--- config.mk ---
export PLATFORM = sky130hd
export DESIGN_NAME = lfaso_core
export DESIGN_NICKNAME = d
export VERILOG_FILES = /design/src/lfaso_pkg.sv /design/src/lfaso_mem_if.sv /design/src/lfaso_file_mem.sv /design/src/lfaso_core.sv
export SDC_FILE = /design/constraint.sdc
export NUM_CORES = 2
export LEC_CHECK = 0
export BUFFER_PORTS_ARGS = -buffer_cell sky130_fd_sc_hd__buf_2
export CORE_UTILIZATION = 55
export DETAILED_ROUTE_END_ITERATION = 12
export PLACE_DENSITY = 0.83
export SYNTH_ARGS = -nofsm -noshare
export SYNTH_HDL_FRONTEND = slang
export SYNTH_SLANG_ARGS = --single-unit
--- constraint.sdc ---
create_clock -name clk -period 23.3 [get_ports clk]
set_input_delay 4.66 -clock clk [delete_from_list [all_inputs] [get_ports clk]]
set_output_delay 4.66 -clock clk [all_outputs]
set_load 0.05 [all_outputs]
--- src/lfaso_pkg.sv ---
// Package for the literal, file, add and shift execution block.
// Assumes a single 200 MHz core clock and 14-bit instruction words.
package lfaso_pkg;

    // ------------------------------------------------------------
    // Widths and address space
    // ------------------------------------------------------------
    localparam int DATA_W = 8;
    localparam int PTR_W = 16;
    localparam int FADDR_W = 7;
    localparam int FDEPTH = 128;
    localparam int IMM6_W = 6;

    // ------------------------------------------------------------
    // Opcode prefixes (upper bits of the 14-bit word)
    // ------------------------------------------------------------
    localparam logic [6:0] OP_PTR_ADD = 7'h62;   // 11 0001 0
    localparam logic [5:0] OP_AND_IMM = 6'h39;   // 11 1001
    localparam logic [5:0] OP_ADD_IMM = 6'h3e;   // 11 1110
    localparam logic [5:0] OP_AND_FILE = 6'h05;  // 00 0101
    localparam logic [5:0] OP_ADD_FILE = 6'h07;  // 00 0111
    localparam logic [5:0] OP_ASR_FILE = 6'h37;  // 11 0111
    localparam logic [5:0] OP_ADDC_FILE = 6'h3d; // 11 1101

    // ------------------------------------------------------------
    // Field positions
    // ------------------------------------------------------------
    localparam int DEST_BIT = 7;
    localparam int PSEL_BIT = 6;

    // File addresses that act as indirect data ports
    localparam logic [6:0] IND_PORT0 = 7'h00;
    localparam logic [6:0] IND_PORT1 = 7'h01;

    // ------------------------------------------------------------
    // Reset values
    // ------------------------------------------------------------
    localparam logic [7:0] ACC_RST = 8'h00;
    localparam logic [15:0] PTR_RST = 16'h0000;

    // ------------------------------------------------------------
    // Sequencer states, one-hot
    // ------------------------------------------------------------
    typedef enum logic [2:0] {
        ST_IDLE = 3'b001,
        ST_XTRA = 3'b010,
        ST_EXEC = 3'b100
    } lfaso_state_t;

endpackage

--- src/lfaso_mem_if.sv ---
// Interface between the execution core and its file-register memory.
// Assumes both ends run on the same core clock.
interface lfaso_mem_if;
    logic rd_en;
    logic [6:0] rd_addr;
    logic [7:0] rd_data;
    logic wr_en;
    logic [6:0] wr_addr;
    logic [7:0] wr_data;

    modport core (output rd_en, output rd_addr, input rd_data,
                  output wr_en, output wr_addr, output wr_data);
    modport mem (input rd_en, input rd_addr, output rd_data,
                 input wr_en, input wr_addr, input wr_data);
endinterface

--- src/lfaso_file_mem.sv ---
// File-register memory of one data bank, 128 bytes.
// Assumes one read and one write port; read data come out of a register.
module lfaso_file_mem (
    // Clock
    input wire logic clk,
    // Memory port
    lfaso_mem_if.mem port
);

    logic [7:0] mem_ff [lfaso_pkg::FDEPTH];
    logic [7:0] rd_ff;

    // ------------------------------------------------------------
    // Storage
    // ------------------------------------------------------------
    // Memory has no reset; contents are loaded by writes
    always_ff @(posedge clk) begin
        if (port.wr_en) begin
            mem_ff[port.wr_addr] <= port.wr_data;
        end
        if (port.rd_en) begin
            rd_ff <= mem_ff[port.rd_addr];
        end
    end

    assign port.rd_data = rd_ff;

endmodule

--- src/lfaso_core.sv ---
// Execution core for pointer add, AND/ADD with literal or file register,
// add with carry and arithmetic shift right.
// Assumes the decoder presents one instruction at a time, held while
// ready is low; file loads come from an outside port while idle.

// Functional notes
// - Pointer add: sign-extended 6-bit literal added to selected pair, flags kept.
// - Pointer pair wraps modulo 65536, never saturates.
// - AND literal: accumulator AND 8-bit literal into accumulator, zero only.
// - ADD literal: 8-bit literal plus accumulator, updates carry, half carry, zero.
// - AND file: accumulator AND file register, updates zero only.
// - Destination bit 0 writes accumulator, 1 writes the file register back.
// - ADD file: accumulator plus file register, updates carry, half carry, zero.
// - Shift right: file shifted by one, old bit 0 into carry, zero updated.
// - Shift right keeps the original top bit as the result's top bit.
// - Add with carry: accumulator plus file plus carry, to destination, flags.
// - Pointer add decoded from upper bits 11 0001 0, selector, six literal bits.
// - Indirect access with pointer top bit set costs one extra cycle.
module lfaso_core (
    // Clock and reset
    input wire logic clk,
    input wire logic sys_rst,
    // Instruction in
    input wire logic instr_valid,
    input wire logic [13:0] instr_word,
    // File register load, taken only while idle and no instruction
    input wire logic ld_valid,
    input wire logic [6:0] ld_addr,
    input wire logic [7:0] ld_data,
    // Handshake
    output logic ready,
    output logic done,
    // Architectural state
    output logic [7:0] acc,
    output logic carry_flag,
    output logic half_carry_flag,
    output logic zero_flag,
    output logic [15:0] indirect_pointer_pair0,
    output logic [15:0] indirect_pointer_pair1,
    // File write monitor
    output logic fw_valid,
    output logic [6:0] fw_addr,
    output logic [7:0] fw_data
);

    // ------------------------------------------------------------
    // State
    // ------------------------------------------------------------
    typedef struct packed {
        lfaso_pkg::lfaso_state_t state;
        logic [13:0] instr;
        logic [6:0] eaddr;
        logic [7:0] acc;
        logic c;
        logic hc;
        logic z;
        logic [15:0] ptr0;
        logic [15:0] ptr1;
        logic ready;
        logic done;
        logic fw_valid;
        logic [6:0] fw_addr;
        logic [7:0] fw_data;
    } lfaso_regs_t;

    lfaso_regs_t r_ff;
    lfaso_regs_t nxt_r;
    lfaso_mem_if mif ();

    // ------------------------------------------------------------
    // Helpers
    // ------------------------------------------------------------
    // Returns {carry, half carry, sum}
    function automatic logic [9:0] add8(input logic [7:0] a, input logic [7:0] b,
                                        input logic cin);
        logic [8:0] s;
        logic [4:0] h;
        s = {1'b0, a} + {1'b0, b} + {8'h00, cin};
        h = {1'b0, a[3:0]} + {1'b0, b[3:0]} + {4'h0, cin};
        return {s[8], h[4], s[7:0]};
    endfunction

    // True for the file-register operations
    function automatic logic is_file_op(input logic [13:0] w);
        return (w[13:8] == lfaso_pkg::OP_AND_FILE) || (w[13:8] == lfaso_pkg::OP_ADD_FILE) ||
               (w[13:8] == lfaso_pkg::OP_ASR_FILE) || (w[13:8] == lfaso_pkg::OP_ADDC_FILE);
    endfunction

    // ------------------------------------------------------------
    // Next state
    // ------------------------------------------------------------
    always_comb begin
        logic [6:0] faddr;
        logic [7:0] opnd;
        logic [7:0] res;
        logic [9:0] sum;
        logic [15:0] kext;
        logic ind;
        logic ind_hi;
        logic wr_back;
        faddr = instr_word[6:0];
        opnd = mif.rd_data;
        res = 8'h00;
        sum = 10'h000;
        kext = {{10{r_ff.instr[5]}}, r_ff.instr[5:0]};
        ind = 1'b0;
        ind_hi = 1'b0;
        wr_back = 1'b0;
        nxt_r = r_ff;
        nxt_r.done = 1'b0;
        nxt_r.fw_valid = 1'b0;
        mif.rd_en = 1'b0;
        mif.rd_addr = 7'h00;
        mif.wr_en = 1'b0;
        mif.wr_addr = 7'h00;
        mif.wr_data = 8'h00;
        case (r_ff.state)
            lfaso_pkg::ST_IDLE: begin
                if (instr_valid) begin
                    // Indirect ports redirect through the low pointer bits
                    if (faddr == lfaso_pkg::IND_PORT0) begin
                        ind = 1'b1;
                        ind_hi = r_ff.ptr0[15];
                        faddr = r_ff.ptr0[6:0];
                    end else if (faddr == lfaso_pkg::IND_PORT1) begin
                        ind = 1'b1;
                        ind_hi = r_ff.ptr1[15];
                        faddr = r_ff.ptr1[6:0];
                    end
                    mif.rd_en = 1'b1;
                    mif.rd_addr = faddr;
                    nxt_r.instr = instr_word;
                    nxt_r.eaddr = faddr;
                    nxt_r.ready = 1'b0;
                    if (is_file_op(instr_word) && ind && ind_hi) begin
                        nxt_r.state = lfaso_pkg::ST_XTRA;
                    end else begin
                        nxt_r.state = lfaso_pkg::ST_EXEC;
                    end
                end else if (ld_valid) begin
                    // Loads are only taken here so they never race an operand read
                    mif.wr_en = 1'b1;
                    mif.wr_addr = ld_addr;
                    mif.wr_data = ld_data;
                end
            end
            lfaso_pkg::ST_XTRA: begin
                // Stall cycle; read data stays in the memory output register
                nxt_r.state = lfaso_pkg::ST_EXEC;
            end
            lfaso_pkg::ST_EXEC: begin
                nxt_r.state = lfaso_pkg::ST_IDLE;
                nxt_r.ready = 1'b1;
                nxt_r.done = 1'b1;
                if (r_ff.instr[13:7] == lfaso_pkg::OP_PTR_ADD) begin
                    // 16-bit sum drops its carry, so it wraps by itself
                    if (r_ff.instr[lfaso_pkg::PSEL_BIT]) begin
                        nxt_r.ptr1 = r_ff.ptr1 + kext;
                    end else begin
                        nxt_r.ptr0 = r_ff.ptr0 + kext;
                    end
                end else begin
                    case (r_ff.instr[13:8])
                        lfaso_pkg::OP_AND_IMM: begin
                            nxt_r.acc = r_ff.acc & r_ff.instr[7:0];
                            nxt_r.z = (nxt_r.acc == 8'h00);
                        end
                        lfaso_pkg::OP_ADD_IMM: begin
                            sum = add8(r_ff.acc, r_ff.instr[7:0], 1'b0);
                            nxt_r.acc = sum[7:0];
                            nxt_r.c = sum[9];
                            nxt_r.hc = sum[8];
                            nxt_r.z = (sum[7:0] == 8'h00);
                        end
                        lfaso_pkg::OP_AND_FILE: begin
                            res = r_ff.acc & opnd;
                            nxt_r.z = (res == 8'h00);
                            wr_back = 1'b1;
                        end
                        lfaso_pkg::OP_ADD_FILE: begin
                            sum = add8(r_ff.acc, opnd, 1'b0);
                            res = sum[7:0];
                            nxt_r.c = sum[9];
                            nxt_r.hc = sum[8];
                            nxt_r.z = (res == 8'h00);
                            wr_back = 1'b1;
                        end
                        lfaso_pkg::OP_ADDC_FILE: begin
                            sum = add8(r_ff.acc, opnd, r_ff.c);
                            res = sum[7:0];
                            nxt_r.c = sum[9];
                            nxt_r.hc = sum[8];
                            nxt_r.z = (res == 8'h00);
                            wr_back = 1'b1;
                        end
                        lfaso_pkg::OP_ASR_FILE: begin
                            res = {opnd[7], opnd[7:1]};
                            nxt_r.c = opnd[0];
                            nxt_r.z = (res == 8'h00);
                            wr_back = 1'b1;
                        end
                        default: begin
                            // Not ours: retire with no effect
                        end
                    endcase
                end
                // Destination select for the file-register group
                if (wr_back) begin
                    if (r_ff.instr[lfaso_pkg::DEST_BIT]) begin
                        mif.wr_en = 1'b1;
                        mif.wr_addr = r_ff.eaddr;
                        mif.wr_data = res;
                        nxt_r.fw_valid = 1'b1;
                        nxt_r.fw_addr = r_ff.eaddr;
                        nxt_r.fw_data = res;
                    end else begin
                        nxt_r.acc = res;
                    end
                end
            end
            default: begin
                nxt_r.state = lfaso_pkg::ST_IDLE;
                nxt_r.ready = 1'b1;
            end
        endcase
    end

    // ------------------------------------------------------------
    // Registers
    // ------------------------------------------------------------
    always_ff @(posedge clk or posedge sys_rst) begin
        if (sys_rst) begin
            r_ff <= '{state: lfaso_pkg::ST_IDLE, instr: 14'h0000, eaddr: 7'h00,
                      acc: lfaso_pkg::ACC_RST, c: 1'b0, hc: 1'b0, z: 1'b0,
                      ptr0: lfaso_pkg::PTR_RST, ptr1: lfaso_pkg::PTR_RST,
                      ready: 1'b1, done: 1'b0, fw_valid: 1'b0, fw_addr: 7'h00,
                      fw_data: 8'h00};
        end else begin
            r_ff <= nxt_r;
        end
    end

    // ------------------------------------------------------------
    // Memory and outputs
    // ------------------------------------------------------------
    lfaso_file_mem u_mem (
        .clk(clk),
        .port(mif.mem)
    );

    assign ready = r_ff.ready;
    assign done = r_ff.done;
    assign acc = r_ff.acc;
    assign carry_flag = r_ff.c;
    assign half_carry_flag = r_ff.hc;
    assign zero_flag = r_ff.z;
    assign indirect_pointer_pair0 = r_ff.ptr0;
    assign indirect_pointer_pair1 = r_ff.ptr1;
    assign fw_valid = r_ff.fw_valid;
    assign fw_addr = r_ff.fw_addr;
    assign fw_data = r_ff.fw_data;

endmodule

==> impl_metrics.toml <==
[run_status]
status = "complete, no violations"

[worst_setup_path]
rr_startpoint = "r_ff[82]"
crit_path_cell_trace = "buf_2, nand2_1, buf_4, clkinv_1, buf_4, o311ai_4, buf_4, buf_4, and2_4, buf_4, nand2_1, a311oi_1, a31oi_1, a2111oi_0, nand2_1, nand4_1"
path_common_cell = "buf_4"
ff2ff_path_depth = 16
path_max_fanout = 88
slowest_delay_ps = 900
slowest_stage = "buf_4"
setup.worst_path.class = "input pin to flop"
timing.rr.end = "u_mem.port.rd_data[5]"
rrSetupSlack_ps = 17070
worst-endpoint-required_ps = 23850
cp-end-kind = "flop"
cp-start-kind = "input pin"
crit_arrival_ps = 10310

[min_path]
worstHoldStart = "fw_addr[2]"
min_to = "fw_addr[2]"
hp-class = "flop to flop"
min_path_cells = 2

[pwr]
power_frac_comb_pct = 10.9
irDropWorstVdd_v = 0.00006262
switching_share_pct = 25.59
switchingPower_uw = 1110
p_leak_uw = 0.01829
p_int_uw = 3228
power_uw = 4338
seq_power_share_pct = 51.6
clkPwrFrac_pct = 37.5
powerDensity_nw_per_um2 = 83.43

[timing]
tightest_slew_ps = 1245
slew_violations = 0
finalHoldViolations = 0
max_freq_mhz = 102.5
timing.final.ws_setup_ps = 13540
finalSetupViolCount = 0
skew_ps = 26.13
period_minus_slack_ps = 9760
fin_crit_sh_pct = 41.89
rsz0062_at_grt = "false"
relSlewSlack_pct = 16.12
finalSetupTns_ps = 0

[die]
boundaryPins = 94
num_rows = 107
dieArea_um2 = 87770
fp.dieH_um = 296.3
fp.dieW_um = 296.3
core-area_um2 = 85410
initial_core_util_pct = 55.75

[placed_design]
dpl_worst_slack_ps = 13200
dp_hpwl_um = 77850
gp_congestion = 0.9354
place_area_um2 = 48790
io_buffers = 93

[final_layout]
drive_gt1_share_pct = 8.765
postLayoutCoreUtil_pct = 60.88
fin_nets = 3876
stdcell_area_um2 = 52000
area_growth_pct = 9.185

[clock_tree]
cts_sinks = 1117
cts.hold.buffers_added = 0
tritoncts = "done"
cts_setup_buffers = 0
root_buffer = "clkbuf_16"
clock_path_buffers = 3
clock_latency_ps = 700
cts_inserted_buffers = 103
cts.clk_slew.worst_paths_ps = 70
ctsResizeCount = 0
cts_max_level = 3

[global_routing]
grt_pass1_wl_um = 193800
overflow = 0
antenna_found_initial = 6
grt_max_degree = 171
grt_use_total_pct = 29.71
grt_pass1_vias = 31190

[yosys]
synth.top_cell.area_share_pct = 65.07
netlist_instances = 3803
synth_area_leader_cell = "edfxtp_1"
synth_area_leaders = "edfxtp_1 65%, nand2_1 7.0%, dfrtp_1 4.4%"
syn_nets = 3888
synth_edf_count = 1032
ys_ff_latch = 1117
yosysUniqueCellTypes = 75
synth_ff_type = "edfxtp_1"
syn_area_um2 = 47620
yosysWarnings = 0
synth_common_cells = "1032 x edfxtp_1, 885 x nand2_1, 261 x nand3_1"
async_flop_share_pct = 7.610
synth.most_common_cell = "edfxtp_1"
yosysSeqAreaShare_pct = 69.55
avgSynthCellArea_um2 = 12.52

[routing]
drtAntennaViolNets = 0
drt-initial-drc-count = 5418
first_pass_iters = 8
drt-total-wl_um = 131600
vias = 33360
vias_per_cell = 6.641
routedWlPerCell_um = 26.20
route.detailed.drc = 0

[job]
maxCapViolations = 0
cells by family after synthesis:
group / Yosys count / synth area share (%)
and+or+nand+nor: 1609 / 14.69
adders and majority gates: 52 / 1.429
AOI/OAI and AO/OA: 612 / 8.962
muxes: 73 / 1.563
xor gates and xnor gates: 43 / 0.7908
DFF: 1117 / 69.55
buffers and inverters: 297 / 3.019
critical path, delay by kind of cell:
family                 cells  cell delay, ps
buffers and inverters      7            2810
AOI/OAI and AO/OA          4            1340
and+or+nand+nor            5            1390
placed cells by master (no fill, tap or decap), types with 19 or more instances in the layout:
cell / count
edfxtp_1: 1032
a211oi_1: 112
ha_1: 48
o211ai_1: 19
dfrtp_1: 83
a21oi_1: 59
clkbuf_1: 26
nand4_1: 25
o22ai_1: 20
xnor2_1: 21
and3_1: 105
clkinv_1: 32
clkbuf_16: 103
xor2_1: 22
nor2_1: 210
nor4_1: 19
nor3_1: 36
buf_4: 55
buf_2: 93
a311oi_1: 39
a22oi_1: 21
a31oi_1: 108
nand3_1: 257
o21ai_0: 88
mux2i_1: 62
a32oi_1: 26
nand2_1: 878
inv_1: 27
state kept, by name, summed over array words and instances (netlist names):
signal and flops:
u_mem.mem_ff 1024, r_ff 24, indirect_pointer_pair0 16, indirect_pointer_pair1 16, acc 8, fw_data 8, u_mem.port.rd_data 8, fw_addr 7
carry_flag 1, done 1, fw_valid 1, half_carry_flag 1, ready 1, zero_flag 1
layer usage:
layer  routed length, um  track usage [%]
met4                7731            16.00
met3               19280            8.214
met1               45440            38.88
met2               59130            45.24
met5                  58                0
worst max-delay path by stage:
stage / startpoint / endpoint / depth (start not counted)
final: instr_valid / u_mem.port.rd_data[5] / 16
after global routing: instr_valid / u_mem.port.rd_data[4] / 16
after CTS: instr_valid / u_mem.port.rd_data[5] / 16
after detailed placement: instr_valid / u_mem.port.rd_data[5] / 16
after global placement: instr_valid / u_mem.port.rd_data[3] / 16
after floorplan: instr_valid / u_mem.mem_ff[0][6] / 7
per-stage QoR:
step                std cells  hold slack, ps
floorplan                3803           447.1
global route             5023           495.6
global placement         4830           456.8
CTS                      5023           473.9
detailed placement       4830           458.7
finish                   5024           470.8
power groups by stage:
stage,Sequential (uW),Combinational [uW],Clock [uW]
after floorplan,2270,324,0
after global placement,2280,443,0
after detailed placement,2280,453,0
after CTS,2240,457,1620
after global routing,2240,503,1700
final,2240,471,1630
layout make-up:
cell class	count	area, um2
Fill cell	6092	33420
Sequential cell	1117	33120
Multi-Input combinational cell	2389	13210
Clock buffer	129	2675
Tap cell	1144	1431
Timing Repair Buffer	150	918.4
Clock inverter	64	524.3
Inverter	30	113.9
Antenna cell	1	2.502
(Power assumes the default switching activity.)
